--- config.mk ---
export PLATFORM = sky130hd
export DESIGN_NAME = dmt_core
export DESIGN_NICKNAME = d
export VERILOG_FILES = /design/src/rtl/dmt_pkg.sv /design/src/rtl/dmt_pulse.sv /design/src/rtl/dmt_core.sv
export VERILOG_INCLUDE_DIRS = /design/src /design/src/rtl
export SDC_FILE = /design/constraint.sdc
export NUM_CORES = 1
export LEC_CHECK = 0
export ABC_AREA = 0
export BUFFER_PORTS_ARGS = -buffer_cell sky130_fd_sc_hd__buf_2
export CAP_MARGIN = 20
export CELL_PAD_IN_SITES_DETAIL_PLACEMENT = 0
export CELL_PAD_IN_SITES_GLOBAL_PLACEMENT = 1
export CORE_MARGIN = 2
export CORE_UTILIZATION = 46
export CTS_BUF_LIST = sky130_fd_sc_hd__clkbuf_4 sky130_fd_sc_hd__clkbuf_8
export CTS_CLUSTER_DIAMETER = 50
export DETAILED_ROUTE_END_ITERATION = 12
export PLACE_DENSITY = 0.9
export SLEW_MARGIN = 5
export SYNTH_ARGS = -nofsm -noshare
export SYNTH_HDL_FRONTEND = slang
export SYNTH_SLANG_ARGS = --single-unit
--- constraint.sdc ---
create_clock -name CLK -period 2.8 [get_ports CLK]
set_input_delay 0.56 -clock CLK [delete_from_list [all_inputs] [get_ports CLK]]
set_output_delay 0.56 -clock CLK [all_outputs]
set_load 0.05 [all_outputs]
--- src/rtl/dmt_consts.svh ---
`ifndef DMT_CONSTS_SVH
`define DMT_CONSTS_SVH
// Register offsets (byte addresses, one word each)
`define DMT_OFS_CONTROL 8'h00
`define DMT_OFS_PRECLEAR 8'h04
`define DMT_OFS_SECOND 8'h08
`define DMT_OFS_STATUS 8'h0c
`define DMT_OFS_COUNT_LIMIT 8'h10
`define DMT_OFS_WINDOW 8'h14
`define DMT_OFS_INT_STATUS 8'h18
`define DMT_OFS_INT_CLEAR 8'h1c
`define DMT_OFS_INT_ENABLE 8'h20
// Field positions
`define DMT_BIT_ENABLE 15
`define DMT_KEY_HI 15
`define DMT_KEY_LO 8
`define DMT_BIT_FIRST_KEY_ERROR 7
`define DMT_BIT_SECOND_KEY_ERROR 6
`define DMT_BIT_EVENT 5
`define DMT_BIT_WINDOW 0
// Key values
`define DMT_FIRST_KEY 8'h40
`define DMT_SECOND_KEY 8'h08
// Reset values
`define DMT_LIMIT_RESET 32'h0000_1000
`define DMT_WINDOW_RESET 32'h0000_0800
// Interrupt bit positions
`define DMT_IRQ_FIRST_KEY_ERROR 0
`define DMT_IRQ_SECOND_KEY_ERROR 1
`define DMT_IRQ_EXPIRE 2
// Event request pulse length in cycles
`define DMT_EVENT_PULSE 4'h4
`endif

--- src/rtl/dmt_pkg.sv ---
package dmt_pkg;
  // Clear sequence states, Gray along idle -> armed -> done
  typedef enum logic [1:0] {
    DMT_IDLE = 2'b00,
    DMT_ARMED = 2'b01,
    DMT_DONE = 2'b11
  } dmt_state_t;
  // Register bus request
  typedef struct packed {
    logic [7:0] addr;
    logic [31:0] wdata;
    logic wr;
    logic rd;
  } dmt_req_t;
  // Status flags
  typedef struct packed {
    logic first_key_error;
    logic second_key_error;
    logic event_flag;
    logic window;
  } dmt_stat_t;
endpackage : dmt_pkg

--- src/rtl/dmt_pulse.sv ---
`timescale 1ns/1ps
// Stretches a one-cycle trigger into a pulse of LEN cycles
module dmt_pulse #(
  parameter logic [3:0] LEN = 4'h4
) (
  input wire logic clk,
  input wire logic rst,
  input wire logic trig,
  output logic pulse
);
  logic [3:0] cnt_reg; // Cycles left
  logic [3:0] cnt_next;
  // Load on trigger, count down otherwise
  always_comb begin
    if (trig) begin
      cnt_next = LEN;
    end else if (cnt_reg != 4'h0) begin
      cnt_next = cnt_reg - 4'h1;
    end else begin
      cnt_next = cnt_reg;
    end
  end
  // Register
  always_ff @(posedge clk) begin
    if (rst) begin
      cnt_reg <= 4'h0;
    end else begin
      cnt_reg <= cnt_next;
    end
  end
  assign pulse = (cnt_reg != 4'h0);
endmodule : dmt_pulse

--- src/rtl/dmt_core.sv ---
// The implementer's own choices: the register addresses and the plain strobed port.
`timescale 1ns/1ps
`include "dmt_consts.svh"
module dmt_core #(
  parameter logic [31:0] LIMIT_DEFAULT = `DMT_LIMIT_RESET,
  parameter logic [31:0] WINDOW_DEFAULT = `DMT_WINDOW_RESET
) (
  input wire logic CLK,
  input wire logic RST,
  input wire logic [7:0] ADDR,
  input wire logic [31:0] WDATA,
  input wire logic WR,
  input wire logic RD,
  input wire logic FUSE_TIMER_ENABLE,
  output logic [31:0] RDATA,
  output logic EVENT_REQ,
  output logic IRQ
);
  dmt_pkg::dmt_req_t req; // Bundled bus request
  assign req = '{addr: ADDR, wdata: WDATA, wr: WR, rd: RD};

  // State
  logic enable_reg, enable_next; // Module enable
  logic fuse_seen_reg, fuse_seen_next; // Fuse sampled once
  logic [7:0] first_key_field_reg, first_key_field_next;
  dmt_pkg::dmt_state_t state_reg, state_next;
  logic [31:0] count_reg, count_next; // Timer counter
  logic [31:0] limit_reg, limit_next; // Expiry count
  logic [31:0] window_reg, window_next; // Window opening count
  dmt_pkg::dmt_stat_t stat_reg, stat_next;
  logic [2:0] int_stat_reg, int_stat_next; // Sticky events
  logic [2:0] int_en_reg, int_en_next;
  logic [31:0] rdata_reg, rdata_next;
  logic irq_reg, irq_next;
  logic trig_reg, trig_next; // One-cycle timer event

  // Decoded strobes
  logic wr_ctl, wr_pre, wr_sec, wr_lim, wr_win, wr_clr, wr_ien;
  logic [7:0] key;
  logic expire, first_key_error_ev, second_key_error_ev, good2_ev, timer_event, win_open;
  logic pulse;
  assign key = req.wdata[`DMT_KEY_HI:`DMT_KEY_LO];
  assign wr_ctl = req.wr && req.addr == `DMT_OFS_CONTROL;
  assign wr_pre = req.wr && req.addr == `DMT_OFS_PRECLEAR;
  assign wr_sec = req.wr && req.addr == `DMT_OFS_SECOND;
  assign wr_lim = req.wr && req.addr == `DMT_OFS_COUNT_LIMIT;
  assign wr_win = req.wr && req.addr == `DMT_OFS_WINDOW;
  assign wr_clr = req.wr && req.addr == `DMT_OFS_INT_CLEAR;
  assign wr_ien = req.wr && req.addr == `DMT_OFS_INT_ENABLE;

  // Event decode
  assign win_open = enable_reg && count_reg >= window_reg;
  assign expire = enable_reg && count_reg >= limit_reg;
  assign first_key_error_ev = enable_reg && wr_pre && key != `DMT_FIRST_KEY;
  assign good2_ev = enable_reg && wr_sec && state_reg == dmt_pkg::DMT_ARMED
    && win_open && key == `DMT_SECOND_KEY;
  assign second_key_error_ev = enable_reg && wr_sec && !good2_ev;
  // Bad first key, a wrong, early or unarmed second key, or expiry is a timer event
  assign timer_event = expire || first_key_error_ev || second_key_error_ev;

  // Enable and fuse handling
  always_comb begin
    enable_next = enable_reg;
    fuse_seen_next = 1'b1;
    if (!fuse_seen_reg) begin
      enable_next = FUSE_TIMER_ENABLE;
    end else if (FUSE_TIMER_ENABLE) begin
      enable_next = 1'b1;
    end else if (wr_ctl) begin
      enable_next = req.wdata[`DMT_BIT_ENABLE];
    end
  end

  // Clear sequence and counter
  always_comb begin
    first_key_field_next = first_key_field_reg;
    state_next = state_reg;
    count_next = count_reg;
    if (!enable_reg) begin
      count_next = 32'h0;
      state_next = dmt_pkg::DMT_IDLE;
      first_key_field_next = 8'h00;
    end else if (timer_event) begin
      count_next = 32'h0;
      state_next = dmt_pkg::DMT_IDLE;
      first_key_field_next = 8'h00;
    end else if (good2_ev) begin
      count_next = 32'h0;
      state_next = dmt_pkg::DMT_IDLE;
      first_key_field_next = 8'h00;
    end else begin
      count_next = count_reg + 32'h1;
      if (wr_pre) begin
        first_key_field_next = key;
        state_next = dmt_pkg::DMT_ARMED;
      end
    end
  end

  // Status flags, hardware set and cleared only
  always_comb begin
    stat_next = stat_reg;
    stat_next.window = win_open;
    if (good2_ev) begin
      stat_next.first_key_error = 1'b0;
      stat_next.second_key_error = 1'b0;
      stat_next.event_flag = 1'b0;
    end
    if (first_key_error_ev) begin
      stat_next.first_key_error = 1'b1;
    end
    if (second_key_error_ev) begin
      stat_next.second_key_error = 1'b1;
    end
    if (timer_event) begin
      stat_next.event_flag = 1'b1;
    end
  end

  // Interrupt registers, set wins over clear
  always_comb begin
    int_en_next = wr_ien ? req.wdata[2:0] : int_en_reg;
    int_stat_next = int_stat_reg;
    if (wr_clr) begin
      int_stat_next = int_stat_reg & ~req.wdata[2:0];
    end
    if (first_key_error_ev) begin
      int_stat_next[`DMT_IRQ_FIRST_KEY_ERROR] = 1'b1;
    end
    if (second_key_error_ev) begin
      int_stat_next[`DMT_IRQ_SECOND_KEY_ERROR] = 1'b1;
    end
    if (expire) begin
      int_stat_next[`DMT_IRQ_EXPIRE] = 1'b1;
    end
    irq_next = |(int_stat_next & int_en_next);
    trig_next = timer_event;
  end

  // Configuration writes
  always_comb begin
    limit_next = wr_lim ? req.wdata : limit_reg;
    window_next = wr_win ? req.wdata : window_reg;
  end

  // Read mux, upper half zero on all registers except count limit and window
  always_comb begin
    rdata_next = 32'h0;
    if (req.rd) begin
      case (req.addr)
        `DMT_OFS_CONTROL: rdata_next[`DMT_BIT_ENABLE] = enable_reg;
        `DMT_OFS_PRECLEAR:
          rdata_next[`DMT_KEY_HI:`DMT_KEY_LO] = first_key_field_reg;
        `DMT_OFS_STATUS: begin
          rdata_next[`DMT_BIT_FIRST_KEY_ERROR] = stat_reg.first_key_error;
          rdata_next[`DMT_BIT_SECOND_KEY_ERROR] = stat_reg.second_key_error;
          rdata_next[`DMT_BIT_EVENT] = stat_reg.event_flag;
          rdata_next[`DMT_BIT_WINDOW] = stat_reg.window;
        end
        `DMT_OFS_COUNT_LIMIT: rdata_next = limit_reg;
        `DMT_OFS_WINDOW: rdata_next = window_reg;
        `DMT_OFS_INT_STATUS: rdata_next[2:0] = int_stat_reg;
        `DMT_OFS_INT_ENABLE: rdata_next[2:0] = int_en_reg;
        default: rdata_next = 32'h0; // Unmapped and write-only read 0
      endcase
    end
  end

  // Registers
  always_ff @(posedge CLK) begin
    if (RST) begin
      enable_reg <= 1'b0;
      fuse_seen_reg <= 1'b0;
      first_key_field_reg <= 8'h00;
      state_reg <= dmt_pkg::DMT_IDLE;
      count_reg <= 32'h0;
      limit_reg <= LIMIT_DEFAULT;
      window_reg <= WINDOW_DEFAULT;
      stat_reg <= '0;
      int_stat_reg <= 3'h0;
      int_en_reg <= 3'h0;
      rdata_reg <= 32'h0;
      irq_reg <= 1'b0;
      trig_reg <= 1'b0;
    end else begin
      enable_reg <= enable_next;
      fuse_seen_reg <= fuse_seen_next;
      first_key_field_reg <= first_key_field_next;
      state_reg <= state_next;
      count_reg <= count_next;
      limit_reg <= limit_next;
      window_reg <= window_next;
      stat_reg <= stat_next;
      int_stat_reg <= int_stat_next;
      int_en_reg <= int_en_next;
      rdata_reg <= rdata_next;
      irq_reg <= irq_next;
      trig_reg <= trig_next;
    end
  end

  // Event request stretcher
  dmt_pulse #(.LEN(`DMT_EVENT_PULSE)) u_pulse (
    .clk(CLK),
    .rst(RST),
    .trig(trig_reg),
    .pulse(pulse)
  );

  // Output flops
  always_ff @(posedge CLK) begin
    if (RST) begin
      EVENT_REQ <= 1'b0;
    end else begin
      EVENT_REQ <= pulse;
    end
  end
  assign RDATA = rdata_reg;
  assign IRQ = irq_reg;

  // Assertions
  // Counter held at zero while the module is off
  a_disabled_idle: assert property (
    @(posedge CLK) disable iff (RST)
    !enable_reg |=> count_reg == 32'h0)
    else $error("counter ran while disabled");
  // Enable taken from the fuse on the first edge after reset
  a_fuse_load: assert property (
    @(posedge CLK) disable iff (RST)
    !fuse_seen_reg |=> enable_reg == $past(FUSE_TIMER_ENABLE))
    else $error("enable not loaded from fuse");
  // Fuse at one keeps the module on
  a_fuse_forces_on: assert property (
    @(posedge CLK) disable iff (RST)
    fuse_seen_reg && FUSE_TIMER_ENABLE |=> enable_reg)
    else $error("fuse did not force enable");
  // Software write lands while the fuse is clear
  a_soft_enable: assert property (
    @(posedge CLK) disable iff (RST)
    fuse_seen_reg && !FUSE_TIMER_ENABLE && wr_ctl |=>
    enable_reg == $past(WDATA[`DMT_BIT_ENABLE]))
    else $error("enable write lost");
  // Without a write the enable holds
  a_enable_hold: assert property (
    @(posedge CLK) disable iff (RST)
    fuse_seen_reg && !FUSE_TIMER_ENABLE && !wr_ctl |=>
    $stable(enable_reg))
    else $error("enable changed without a write");
  // Valid first key arms the clear
  a_good_arm: assert property (
    @(posedge CLK) disable iff (RST)
    enable_reg && wr_pre && key == `DMT_FIRST_KEY && !expire |=>
    state_reg == dmt_pkg::DMT_ARMED)
    else $error("valid key did not arm");
  // Any other first key leaves the clear unarmed
  a_bad_key_idle: assert property (
    @(posedge CLK) disable iff (RST)
    enable_reg && wr_pre && key != `DMT_FIRST_KEY |=>
    state_reg == dmt_pkg::DMT_IDLE)
    else $error("wrong first key armed");
  // Wrong first key flagged as error and event
  a_first_key_error_set: assert property (
    @(posedge CLK) disable iff (RST)
    first_key_error_ev |=> stat_reg.first_key_error && stat_reg.event_flag)
    else $error("bad first key not flagged");
  // Event or good second key empties the key field
  a_key_clear: assert property (
    @(posedge CLK) disable iff (RST)
    enable_reg && (timer_event || good2_ev) |=>
    first_key_field_reg == 8'h00)
    else $error("first key field not cleared");
  // Wrong second key flagged
  a_second_key_error_set: assert property (
    @(posedge CLK) disable iff (RST)
    second_key_error_ev |=> stat_reg.second_key_error)
    else $error("bad second key not flagged");
  // Expiry raises the event flag
  a_event_flag: assert property (
    @(posedge CLK) disable iff (RST)
    expire |=> stat_reg.event_flag)
    else $error("expiry not flagged");
  // Window bit follows an open window
  a_window_bit: assert property (
    @(posedge CLK) disable iff (RST)
    win_open |=> stat_reg.window)
    else $error("window bit missing");
  // Window bit drops once the window shuts
  a_window_shut: assert property (
    @(posedge CLK) disable iff (RST)
    !win_open |=> !stat_reg.window)
    else $error("window bit stuck");
  // Flags move only on hardware events
  a_status_ro: assert property (
    @(posedge CLK) disable iff (RST)
    !timer_event && !good2_ev |=>
    $stable({stat_reg.first_key_error, stat_reg.second_key_error, stat_reg.event_flag}))
    else $error("status flag changed without cause");
  // Event request stands four cycles, starting three cycles after the timer event
  a_event_req: assert property (
    @(posedge CLK) disable iff (RST)
    timer_event |-> ##3 EVENT_REQ [*4])
    else $error("event request too short");
  // Upper half of the control, preclear, second and status registers reads zero
  a_upper_zero: assert property (
    @(posedge CLK) disable iff (RST)
    $past(RD) && ($past(ADDR) <= `DMT_OFS_STATUS) |->
    RDATA[31:16] == 16'h0)
    else $error("upper register bits not zero");
endmodule : dmt_core

==> results.sh <==
export IMPL_worstSetupPathType="flip-flop to flip-flop"
export IMPL_row_count=47
export IMPL_cts_tree="yes"
export IMPL_worstSkewPairLatency_ns=0.47
export IMPL_grt_max_degree=80
export IMPL_core_area_mm2=0.0164
export IMPL_num_vias=6538
export IMPL_clockBufferDepth=2
export IMPL_worst_hold_slack_ns=0.333
export IMPL_power_frac_seq=0.521
export IMPL_crit_chain="inv_1 -> ha_1 -> a211o_1 -> a31oi_1 -> o31ai_1 -> a221oi_2 -> o21ai_1 -> o21a_4 -> nor3_1"
export IMPL_final_cells=1224
export IMPL_switchingPower_mw=1.07
export IMPL_grt_pass1_wl_um=31800
export IMPL_placed_cells=1192
export IMPL_synth_area_leaders="dfxtp_1 41%, ha_1 11%, nand2_1 8.6%"
export IMPL_p_clk_frac=0.418
export IMPL_drc_errors=0
export IMPL_grt_usage=0.226
export IMPL_status="finished, final reports clean"
export IMPL_slowest_delay_ns=0.42
export IMPL_wl_per_cell_um=15.9
export IMPL_totalWireLength_um=19400
export IMPL_max_cap_violations=0
export IMPL_r2r_slack_ns=0.24
export IMPL_antenna_cells=0
export IMPL_synth_area_mm2=0.00763
export IMPL_final_antenna_net_count=0
export IMPL_cts_root_buf="clkbuf_8"
export IMPL_crit_slowest_cell="o21a_4"
export IMPL_postCtsSetupRepairBufs=0
export IMPL_grt_overflow_total=0
export IMPL_dr_pass1_iters=5
export IMPL_crit_start="limit_reg[2]$_SDFFE_PP0P_"
export IMPL_fin_skew_ns=0.0131
export IMPL_numCtsBuffers=17
export IMPL_synth_edff_count=0
export IMPL_fp_dieW_um=133
export IMPL_nNetsFinal=1102
export IMPL_synth_cell_types=58
export IMPL_hp_start="WDATA[26]"
export IMPL_crit_path_start_kind="flip-flop"
export IMPL_finalCritPeriodShare=0.914
export IMPL_reg2reg_from="limit_reg[2]$_SDFFE_PP0P_"
export IMPL_syn_avg_cell_area_um2=8.35
export IMPL_period_needed_ns=2.56
export IMPL_dp_hpwl_um=13900
export IMPL_endpoint_kind="flip-flop"
export IMPL_netlist_instances=914
export IMPL_hold_class="input port to flip-flop"
export IMPL_arrival_ns=2.94
export IMPL_slew_violations=0
export IMPL_async_flop_share=0
export IMPL_internal_power_mw=3.27
export IMPL_antenna_found_initial=0
export IMPL_rsz0062_at_grt="no"
export IMPL_syn2layout_area_growth_pct=14.0
export IMPL_power_frac_comb=0.061
export IMPL_mostFrequentLayoutCells="174 x nand2_1, 156 x dfxtp_1, 100 x a21oi_1"
export IMPL_path_clk_slew_ns=0.09
export IMPL_cts_sinks=156
export IMPL_vias_per_cell=5.34
export IMPL_cp_required_ns=3.18
export IMPL_power_share_switching=0.247
export IMPL_io_buffers=78
export IMPL_num_io_pins=79
export IMPL_cts_hold_buf=0
export IMPL_ys_ff_latch=156
export IMPL_ir_worst_vdd_uv=346
export IMPL_globalplace_congestion=0.856
export IMPL_die_area_mm2=0.0176
export IMPL_die_y_um=133
export IMPL_syn_nets=1025
export IMPL_initial_core_util=0.465
export IMPL_setup_tns_ns=0
export IMPL_cts_resized_gates=0
export IMPL_relSlewSlack=0.414
export IMPL_yosysTopAreaCellShare=0.409
export IMPL_yosysTopAreaCell="dfxtp_1"
export IMPL_crit_fanout=41
export IMPL_worstMarginPinSlew_ns=0.879
export IMPL_grt_pass1_vias=6259
export IMPL_finalSetupViolations=0
export IMPL_synth_ff_type="dfxtp_1"
export IMPL_seq_area_frac_synth=0.409
export IMPL_power_density_mw_per_mm2=499
export IMPL_drive_gt1_frac=0.160
export IMPL_yosysWarnings=0
export IMPL_cts_htree_levels=4
export IMPL_clock_fmax_mhz=391
export IMPL_drt_iter0_markers=532
export IMPL_final_hold_violation_count=0
export IMPL_power_leakage_nw=3.43
export IMPL_layout_commonest_cell="nand2_1"
## metrics by stage
step	area (um2)	utilization	power (mW)	setup WS, ns
global route	8700	0.530	4.49	0.0575
finish	8700	0.530	4.35	0.240
floorplan	7630	-	2.48	0.669
detailed placement	8280	0.504	2.58	0.245
CTS	8700	0.530	4.37	0.221
global placement	8280	0.504	2.58	0.253
## cells in the mapped netlist, types with 2 or more instances
master    instances
and2_1            4
inv_1            76
a211oi_1          5
nor4_1            5
nor3_2           14
o21bai_1          2
ha_1             66
nor2_1           48
and3_1           12
nand3_1          18
mux2i_1          10
clkbuf_1         20
nor3_1           36
nand4_1          11
dfxtp_1         156
or3_1             2
a31oi_1           2
buf_4             3
nor4b_1           2
buf_6             4
a221oi_1          2
xnor2_1           8
nand2b_1          2
buf_2            17
a21o_1            5
a22oi_1          26
o211ai_1          4
or2_2             2
buf_1             2
a21oi_1         100
o21ai_1           3
and4_1            5
nand2_1         174
o221ai_1          2
xor2_1           24
a222oi_1          8
o21ai_0          13
## per-layer routing
layer / track usage / vias up / share of wire
met5: 0 / - / 0
met4: 0.0675 / 0 / 0.013
met3: 0.0441 / 19 / 0.053
met2: 0.347 / 168 / 0.44
met1: 0.322 / 3059 / 0.49
li1: - / 3292 / -
## power groups by stage
stage	combinational (mW)	sequential, mW	clock [mW]
2_1_floorplan	0.145	2.34	0
4_1_cts	0.264	2.26	1.84
6_report	0.264	2.27	1.82
3_3_place_gp	0.261	2.32	0
3_5_place_dp	0.264	2.32	0
5_1_grt	0.293	2.27	1.93
## final cells by class
| cell class | count | area (um2) |
|---|---|---|
| clock buffers | 20 | 263 |
| repair buffers | 104 | 598 |
| inverters | 76 | 285 |
| fillers | 1548 | 7700 |
| multi-input cells | 636 | 4000 |
| flip-flops and latches | 156 | 3120 |
| clock inverters | 12 | 164 |
| well taps | 220 | 275 |
## final timing paths
check,endpoint,cells past startpoint
worst max-delay path,first_key_field_reg[5]$_SDFFE_PP0P_,9
worst min-delay path,window_reg[26]$_SDFFE_PP0P_,3
worst max register to register,first_key_field_reg[5]$_SDFFE_PP0P_,9
worst min register to register,limit_reg[21]$_SDFFE_PP0P_,2
## critical path, delay by kind of cell (launching register included)
| family | cells | cell delay [ns] |
|---|---|---|
| flip-flops | 1 | 0.37 |
| AO/OA/AOI/OAI | 6 | 1.46 |
| adder cells (fa/ha/maj) | 1 | 0.28 |
| buffers and inverters | 1 | 0.06 |
| AND/OR/NAND/NOR | 1 | 0.28 |
## logic make-up after synthesis
logic type / synth area share
adders and majority gates: 0.108
DFF: 0.409
AOI/OAI and AO/OA: 0.149
and+or+nand+nor: 0.214
xor gates and xnor gates: 0.0367
buffers and inverters: 0.0682
muxes: 0.0146
Note: power is estimated with default switching activity, not from simulation.
